--- config.mk ---
export PLATFORM = sky130hd
export DESIGN_NAME = dgc_top
export DESIGN_NICKNAME = d
export VERILOG_FILES = /design/src/verilog/dgc_top.v
export VERILOG_INCLUDE_DIRS = /design/src /design/src/include
export SDC_FILE = /design/constraint.sdc
export NUM_CORES = 1
export LEC_CHECK = 0
export ABC_AREA = 1
export BUFFER_PORTS_ARGS = -buffer_cell sky130_fd_sc_hd__buf_4
export CAP_MARGIN = 20
export CELL_PAD_IN_SITES_DETAIL_PLACEMENT = 2
export CELL_PAD_IN_SITES_GLOBAL_PLACEMENT = 2
export CORE_ASPECT_RATIO = 0.7
export CORE_MARGIN = 3
export CORE_UTILIZATION = 30
export CTS_CLUSTER_SIZE = 14
export DETAILED_ROUTE_END_ITERATION = 6
export GPL_ROUTABILITY_DRIVEN = 1
export GPL_TIMING_DRIVEN = 0
export PLACE_DENSITY_LB_ADDON = 0.1
export SYNTH_ARGS = -nofsm -noshare
export SYNTH_HDL_FRONTEND = slang
export SYNTH_SLANG_ARGS = --single-unit
--- constraint.sdc ---
create_clock -name i_sys_clk -period 1.05 [get_ports i_sys_clk]
set_input_delay 0.0525 -clock i_sys_clk [delete_from_list [all_inputs] [get_ports i_sys_clk]]
set_output_delay 0.0525 -clock i_sys_clk [all_outputs]
set_load 0.01 [all_outputs]
--- src/include/dgc_regs.vh ---
// register offsets, field positions and reset values of the dma global control block
`ifndef DGC_REGS_VH
`define DGC_REGS_VH

`define DGC_ADDR_W          9
`define DGC_OFF_GCFG        9'h000
`define DGC_OFF_EN          9'h004
`define DGC_OFF_SREQ        9'h008
`define DGC_OFF_CREQ        9'h00c
`define DGC_OFF_LAST        9'h010
`define DGC_OFF_IER         9'h018
`define DGC_OFF_IDR         9'h01c
`define DGC_OFF_IMR         9'h020
`define DGC_OFF_ISR         9'h024
`define DGC_OFF_WPMR        9'h1e4
`define DGC_BIT_ARB         4
`define DGC_BIT_ENABLE      0
`define DGC_BIT_WRITE_PROTECT_ON        0
`define DGC_GCFG_RESET      1'b1
`define DGC_IRQ_W           24
`define DGC_NCH             8

`endif

--- src/verilog/dgc_top.v ---
// dma global control, software request and interrupt register group
`timescale 1ns/1ps
`default_nettype none
`include "dgc_regs.vh"

module dgc_top
(
	input  wire        i_sys_clk,
	input  wire        i_reset_n,
	input  wire [8:0]  i_addr,
	input  wire [31:0] i_wdata,
	input  wire        i_wr,
	input  wire        i_rd,
	output reg  [31:0] o_rdata,
	input  wire [7:0]  i_buffer_done,
	input  wire [7:0]  i_chain_done,
	input  wire [7:0]  i_bus_fault,
	input  wire [15:0] i_req_taken,
	output reg         o_arbitration_policy,
	output reg         o_ctrl_enable,
	output reg  [15:0] o_single_req,
	output reg  [15:0] o_chunk_req,
	output reg  [15:0] o_final_flag,
	output reg  [7:0]  o_descriptor_stop,
	output reg         o_irq
);

	// decoded write strobes, one per writable register (none for the read-only mask view)
	wire        hit_gcfg;
	wire        hit_en;
	wire        hit_sreq;
	wire        hit_creq;
	wire        hit_last;
	wire        hit_ier;
	wire        hit_idr;
	wire        hit_isr;
	wire        hit_wpmr;
	wire        wr_gcfg;
	wire        wr_en;

	// request set bits and their next values
	wire [15:0] set_single;
	wire [15:0] set_chunk;
	wire [15:0] set_final;
	wire [15:0] next_single_req;
	wire [15:0] next_chunk_req;
	wire [15:0] next_final_flag;

	// mask set and clear bits per event field
	wire [7:0]  mset_buffer;
	wire [7:0]  mset_chain;
	wire [7:0]  mset_fault;
	wire [7:0]  mclr_buffer;
	wire [7:0]  mclr_chain;
	wire [7:0]  mclr_fault;
	wire [7:0]  next_mask_buffer;
	wire [7:0]  next_mask_chain;
	wire [7:0]  next_mask_fault;

	// status clear bits per event field
	wire [7:0]  sclr_buffer;
	wire [7:0]  sclr_chain;
	wire [7:0]  sclr_fault;
	wire [7:0]  next_status_buffer;
	wire [7:0]  next_status_chain;
	wire [7:0]  next_status_fault;

	// per-event fields of mask and status
	reg  [7:0]  mask_buffer;
	reg  [7:0]  mask_chain;
	reg  [7:0]  mask_fault;
	reg  [7:0]  status_buffer;
	reg  [7:0]  status_chain;
	reg  [7:0]  status_fault;
	wire [23:0] irq_mask;
	wire [23:0] irq_status;
	wire [23:0] irq_pending;
	reg         write_protect_on;
	reg  [31:0] next_rdata;

	// one-cycle write strobe aimed at one register offset
	function wr_hit;
		input       wr;
		input [8:0] addr;
		input [8:0] offset;
		begin
			wr_hit = wr && (addr == offset);
		end
	endfunction

	// request update: taken bits drop, new sets win
	function [15:0] req_next;
		input [15:0] current;
		input [15:0] taken;
		input [15:0] set_bits;
		begin
			req_next = (current & ~taken) | set_bits;
		end
	endfunction

	// sticky field update: clear by ones, then sets win
	function [7:0] field_next;
		input [7:0] current;
		input [7:0] clear_bits;
		input [7:0] set_bits;
		begin
			field_next = (current & ~clear_bits) | set_bits;
		end
	endfunction

	// register selects for this cycle's write
	assign hit_gcfg = wr_hit(i_wr, i_addr, `DGC_OFF_GCFG);
	assign hit_en   = wr_hit(i_wr, i_addr, `DGC_OFF_EN);
	assign hit_sreq = wr_hit(i_wr, i_addr, `DGC_OFF_SREQ);
	assign hit_creq = wr_hit(i_wr, i_addr, `DGC_OFF_CREQ);
	assign hit_last = wr_hit(i_wr, i_addr, `DGC_OFF_LAST);
	assign hit_ier  = wr_hit(i_wr, i_addr, `DGC_OFF_IER);
	assign hit_idr  = wr_hit(i_wr, i_addr, `DGC_OFF_IDR);
	assign hit_isr  = wr_hit(i_wr, i_addr, `DGC_OFF_ISR);
	assign hit_wpmr = wr_hit(i_wr, i_addr, `DGC_OFF_WPMR);

	// protected writes pass only while protection is off
	assign wr_gcfg = hit_gcfg && !write_protect_on;
	assign wr_en   = hit_en && !write_protect_on;

	// request bits carried by this cycle's write
	assign set_single = hit_sreq ? i_wdata[15:0] : 16'h0000;
	assign set_chunk  = hit_creq ? i_wdata[15:0] : 16'h0000;
	assign set_final  = hit_last ? i_wdata[15:0] : 16'h0000;

	// request next values; a taken bit is dropped
	assign next_single_req = req_next(o_single_req, i_req_taken, set_single);
	assign next_chunk_req  = req_next(o_chunk_req, i_req_taken, set_chunk);
	assign next_final_flag = req_next(o_final_flag, i_req_taken, set_final);

	// mask sets from the enable-set register
	assign mset_buffer = hit_ier ? i_wdata[7:0] : 8'h00;
	assign mset_chain  = hit_ier ? i_wdata[15:8] : 8'h00;
	assign mset_fault  = hit_ier ? i_wdata[23:16] : 8'h00;

	// mask clears from the enable-clear register
	assign mclr_buffer = hit_idr ? i_wdata[7:0] : 8'h00;
	assign mclr_chain  = hit_idr ? i_wdata[15:8] : 8'h00;
	assign mclr_fault  = hit_idr ? i_wdata[23:16] : 8'h00;

	// mask next values
	assign next_mask_buffer = field_next(mask_buffer, mclr_buffer, mset_buffer);
	assign next_mask_chain  = field_next(mask_chain, mclr_chain, mset_chain);
	assign next_mask_fault  = field_next(mask_fault, mclr_fault, mset_fault);

	// status clears by writing ones to the status register
	assign sclr_buffer = hit_isr ? i_wdata[7:0] : 8'h00;
	assign sclr_chain  = hit_isr ? i_wdata[15:8] : 8'h00;
	assign sclr_fault  = hit_isr ? i_wdata[23:16] : 8'h00;

	// status next values; a same-cycle event beats the clear
	assign next_status_buffer = field_next(status_buffer, sclr_buffer, i_buffer_done);
	assign next_status_chain  = field_next(status_chain, sclr_chain, i_chain_done);
	assign next_status_fault  = field_next(status_fault, sclr_fault, i_bus_fault);

	// gathered views of the per-event fields
	assign irq_mask    = {mask_fault, mask_chain, mask_buffer};
	assign irq_status  = {status_fault, status_chain, status_buffer};
	assign irq_pending = irq_status & irq_mask;

	// arbitration policy, protected
	always @(posedge i_sys_clk or negedge i_reset_n)
	begin
		if (!i_reset_n)
		begin
			o_arbitration_policy <= `DGC_GCFG_RESET;
		end
		else if (wr_gcfg)
		begin
			o_arbitration_policy <= i_wdata[`DGC_BIT_ARB];
		end
	end

	// controller-wide enable, protected
	always @(posedge i_sys_clk or negedge i_reset_n)
	begin
		if (!i_reset_n)
		begin
			o_ctrl_enable <= 1'b0;
		end
		else if (wr_en)
		begin
			o_ctrl_enable <= i_wdata[`DGC_BIT_ENABLE];
		end
	end

	// write protection switch, never itself protected
	always @(posedge i_sys_clk or negedge i_reset_n)
	begin
		if (!i_reset_n)
		begin
			write_protect_on <= 1'b0;
		end
		else if (hit_wpmr)
		begin
			write_protect_on <= i_wdata[`DGC_BIT_WRITE_PROTECT_ON];
		end
	end

	// single requests held until the channel takes them
	always @(posedge i_sys_clk or negedge i_reset_n)
	begin
		if (!i_reset_n)
		begin
			o_single_req <= 16'h0000;
		end
		else
		begin
			o_single_req <= next_single_req;
		end
	end

	// chunk requests held until the channel takes them
	always @(posedge i_sys_clk or negedge i_reset_n)
	begin
		if (!i_reset_n)
		begin
			o_chunk_req <= 16'h0000;
		end
		else
		begin
			o_chunk_req <= next_chunk_req;
		end
	end

	// final flags, dropped once their request is taken
	always @(posedge i_sys_clk or negedge i_reset_n)
	begin
		if (!i_reset_n)
		begin
			o_final_flag <= 16'h0000;
		end
		else
		begin
			o_final_flag <= next_final_flag;
		end
	end

	// buffer-done mask byte
	always @(posedge i_sys_clk or negedge i_reset_n)
	begin
		if (!i_reset_n)
		begin
			mask_buffer <= 8'h00;
		end
		else
		begin
			mask_buffer <= next_mask_buffer;
		end
	end

	// chain-done mask byte
	always @(posedge i_sys_clk or negedge i_reset_n)
	begin
		if (!i_reset_n)
		begin
			mask_chain <= 8'h00;
		end
		else
		begin
			mask_chain <= next_mask_chain;
		end
	end

	// bus-fault mask byte
	always @(posedge i_sys_clk or negedge i_reset_n)
	begin
		if (!i_reset_n)
		begin
			mask_fault <= 8'h00;
		end
		else
		begin
			mask_fault <= next_mask_fault;
		end
	end

	// buffer-done status byte
	always @(posedge i_sys_clk or negedge i_reset_n)
	begin
		if (!i_reset_n)
		begin
			status_buffer <= 8'h00;
		end
		else
		begin
			status_buffer <= next_status_buffer;
		end
	end

	// chain-done status byte
	always @(posedge i_sys_clk or negedge i_reset_n)
	begin
		if (!i_reset_n)
		begin
			status_chain <= 8'h00;
		end
		else
		begin
			status_chain <= next_status_chain;
		end
	end

	// bus-fault status byte
	always @(posedge i_sys_clk or negedge i_reset_n)
	begin
		if (!i_reset_n)
		begin
			status_fault <= 8'h00;
		end
		else
		begin
			status_fault <= next_status_fault;
		end
	end

	// descriptor fetch stop, sticky until reset
	always @(posedge i_sys_clk or negedge i_reset_n)
	begin
		if (!i_reset_n)
		begin
			o_descriptor_stop <= 8'h00;
		end
		else
		begin
			o_descriptor_stop <= o_descriptor_stop | i_chain_done;
		end
	end

	// level interrupt, one cycle behind status and mask
	always @(posedge i_sys_clk or negedge i_reset_n)
	begin
		if (!i_reset_n)
		begin
			o_irq <= 1'b0;
		end
		else
		begin
			o_irq <= |irq_pending;
		end
	end

	// read mux
	always @*
	begin
		next_rdata = 32'h00000000;
		case (i_addr)
			`DGC_OFF_GCFG: next_rdata[`DGC_BIT_ARB] = o_arbitration_policy;
			`DGC_OFF_EN:   next_rdata[0] = o_ctrl_enable;
			`DGC_OFF_SREQ: next_rdata[15:0] = o_single_req;
			`DGC_OFF_CREQ: next_rdata[15:0] = o_chunk_req;
			`DGC_OFF_LAST: next_rdata[15:0] = o_final_flag;
			`DGC_OFF_IMR:  next_rdata[23:0] = irq_mask;
			`DGC_OFF_ISR:  next_rdata[23:0] = irq_status;
			`DGC_OFF_WPMR: next_rdata[0] = write_protect_on;
			default:       next_rdata = 32'h00000000;
		endcase
	end

	// read data stands one cycle after the strobe only
	always @(posedge i_sys_clk or negedge i_reset_n)
	begin
		if (!i_reset_n)
			o_rdata <= 32'h00000000;
		else
			o_rdata <= i_rd ? next_rdata : 32'h00000000;
	end

endmodule // dgc_top
`default_nettype wire

==> impl_results.md <==
* Status: finished with violations
* Failing checks: setup timing
* Post-Syn Instances at slightly below 700
* Avg Cell Area, Syn at 8.76 um^2
* Crit-path leading delay family: flip-flops
* Layout Nets at between 1k and 1.5k
* Final non-filler cell area at 9870 um^2
* Final setup fails at 16
* Crit Path Class: reg -> out
* Setup crit end kind: output pin
* Worst path bufs/invs at 1
* Top Ports at approximately 180
* Die Wd at 175 um
* # DRC at 0
* Register area share after synthesis at a little under three fifths
* Post-DR wirelength/cell at 22.4 um
* Cell Area, Placed at between 7000 and 8000 um^2
* Final max-slew violation count at 0
* Fmax at about 850 MHz
* Vias in the first global route at roughly 7.1k
* Worst Path Max Fanout at 3
* Wirelength, routed at 28.5 mm
* Core footprint at slightly below 20,000 um^2
* Final hold vios at 0
* Clock tree buffer depth at 2
* Vias post-DR at 6,382
* Clk_lat worst skew at 0.43 ns
* Setup ws final at -0.120 ns
* Slew HR at between 60 and 70%
* Clock Sink Count at between 100 and 150
* Num CTS Buffers at 17
* First-pass GRT wire length at 41.2 mm
* Share of cells above drive strength 1 at between 30% and 40%
* Layer with the highest usage: met2
* # rows at 42
* CP peak stage delay at 0.58 ns
* Final min period at between 1 and 1.5 ns
* Pre-CTS setup slack at -0.866 ns
* Initial antenna violation count at 0
* GRT overflow at 0
* CP required at 1.00 ns
* Met2 Resource Use GR at 43.8%
* Static Leak at approximately 4.7 nW
* # port buffers at approximately 160
* Worst path arrival time at between 1 and 1.5 ns
* Detail Route Antenna Nets at 0
* Initial DRC count at 371
* Gr usage total at about 25%
* Die height at about 120 um
* Worst-path clk slew at approximately 0.060 ns
* Via-per-instance ratio at 5.03
* Slowest cell on the critical path: dfstp_2
* Power Density at approximately 1300 nW/um^2
* Die ar. at between 20,000 and 25,000 um^2
* M1 GR Usage at between 30% and 40%
* P&R area growth vs syn at 64.8%
* Clock skew at around 0.009 ns
* Cell depth of the worst setup path at 1
* R2R depth at 3
* M3 GR Usage at roughly 5.6%
* Startpoint types: register
* Synth cell types at 30
* Worst slew pin tran at a little under 0.6 ns
* H-Tree Depth at 4
* Mapped Area at 5990 um^2
* Total of warnings raised by yosys at 0
* Final worst path period share at 111%
* Peak VDD IR at about 1.2 mV
* Global placement routability congestion at a little over 0.8
* Maximum capacitance violations at 0
* Root buffer cell: clkbuf_16
* CTS tree: built
* Ant diodes at 0
* Hold Path Class: in -> reg
* Largest net degree at the start of global routing at 68
* Router iterations before antenna repair at 5
* Seq cells post-synth at 132
* RSZ-0062 raised after global routing: yes
* DP HPWL at between 15 and 20 mm
* TNS Setup at -0.421 ns
* CP Cell Sequence: buf_6
* Hold Path Depth at 3
* Initial core utilization at between 30% and 40%
==> flip-flops by register name, summed over array words and instances, names as in the netlist <==
register and flops:
o_arbitration_policy 1, o_final_flag 16, mask_chain 8, o_chunk_req 16, mask_fault 8, status_fault 8
o_rdata 24, o_descriptor_stop 8, mask_buffer 8, o_single_req 16, write_protect_on 1, o_ctrl_enable 1
o_irq 1, status_buffer 8, status_chain 8
==> cell type report <==
class                           instances  area, um^2
Tap cell                              264         330
Timing Repair Buffer                  286        2550
Clock inverter                         12         155
Buffer                                 30         284
Fill cell                            1981        9370
Inverter                              113         428
Sequential cell                       132        3310
Clock buffer                           19         453
Multi-Input combinational cell        414        2360
==> timing repair <==
item,CTS,global route
hold buffers,61,0
setup buffers,38,26
gates cloned,0,2
pin swaps,9,25
setup endpoints to repair,143,166
endpoints found under the hold margin,156,0
gates resized for setup,48,140
==> logic make-up after synthesis <==
kind of cell           share of synthesized area (%)
buffers and inverters                           10.3
and+or+nand+nor                                 20.3
DFF                                             55.2
AOI/OAI and AO/OA                               14.1
other                                         0.0626
==> worst paths after layout <==
| kind | startpoint | end | slack [ns] |
|---|---|---|---|
| max | o_arbitration_policy | o_arbitration_policy | -0.12 |
| max reg2reg | status_buffer[7] | o_irq | -0.11 |
| min in group asynchronous | i_reset_n | o_ctrl_enable | 0.12 |
| max in group asynchronous | i_reset_n | o_single_req[7] | 0.23 |
| min | i_wdata[6] | mask_buffer[6] | 0.01 |
| min reg2reg | o_descriptor_stop[2] | o_descriptor_stop[2] | 0.47 |
==> where the power goes <==
group,total [W],internal (W),switching (W)
Sequential,0.00518,0.00513,0.0000424
Clock,0.00631,0.00385,0.00246
Combinational,0.00112,0.000510,0.000610
==> Yosys cell counts <==
cell | number | area, um^2
clkinv_1 | 1 | 3.75
a21oi_1 | 11 | 55.1
clkbuf_1 | 6 | 22.5
nor2_4 | 2 | 22.5
dfrtp_1 | 131 | 3280
o22ai_1 | 48 | 300
a22o_1 | 3 | 26.3
nand2_4 | 2 | 22.5
o21ai_1 | 3 | 15.0
nor2_1 | 46 | 173
conb_1 | 1 | 3.75
o21ai_2 | 20 | 175
buf_4 | 10 | 75.1
nand3_1 | 80 | 400
nor2_2 | 5 | 31.3
clkbuf_8 | 1 | 13.8
nand2_1 | 111 | 417
buf_6 | 2 | 22.5
a221oi_1 | 1 | 8.76
or2_2 | 8 | 50.1
nor3_1 | 1 | 5.00
and3_1 | 1 | 6.26
inv_1 | 112 | 420
nor3_4 | 1 | 16.3
nand3_2 | 2 | 20.0
buf_2 | 12 | 60.1
nand2_2 | 1 | 6.26
dfstp_2 | 1 | 26.3
o21ai_0 | 53 | 265
nand4_1 | 7 | 43.8
==> per-layer routing <==
metal  vias to the layer above  routed length [um]
met5                         -                   0
met4                         0                 359
met1                      3324               12100
met3                        29                1500
li1                       2844                   -
met2                       185               14500
==> metrics by stage <==
| step | cells | hold WS [ns] | total power, W | utilization [%] |
|---|---|---|---|---|
| 2_1_floorplan | 690 | -0.243 | 0.00553 | - |
| 3_3_place_gp | 1112 | 0.236 | 0.00603 | 39.2 |
| 3_5_place_dp | 1113 | 0.103 | 0.00608 | 39.4 |
| 4_1_cts | 1242 | 0.00491 | 0.0126 | 48.0 |
| 5_1_grt | 1270 | 0.0249 | 0.0130 | 51.3 |
| 6_report | 1270 | 0.0134 | 0.0126 | 51.3 |
==> cells in the final DEF (no fill, tap or decap), drive strengths merged <==
| cell type | Yosys | final |
|---|---|---|
| buf | 24 | 246 |
| dfrtp | 131 | 131 |
| nand2 | 114 | 114 |
| inv | 112 | 113 |
| nand3 | 82 | 82 |
| o21ai | 76 | 76 |
| dlygate4sd3 | 0 | 61 |
| nor2 | 53 | 53 |
| o22ai | 48 | 48 |
| clkbuf | 7 | 28 |
| a21oi | 11 | 11 |
| or2 | 8 | 8 |
| conb | 1 | 8 |
| nand4 | 7 | 7 |
| clkinvlp | 0 | 6 |
| a22o | 3 | 3 |
| bufinv | 0 | 3 |
| clkinv | 1 | 3 |
| nor3 | 2 | 2 |
| a221oi | 1 | 1 |
| and3 | 1 | 1 |
| dfstp | 1 | 1 |
No activity file was read; power rests on OpenSTA's default activity.
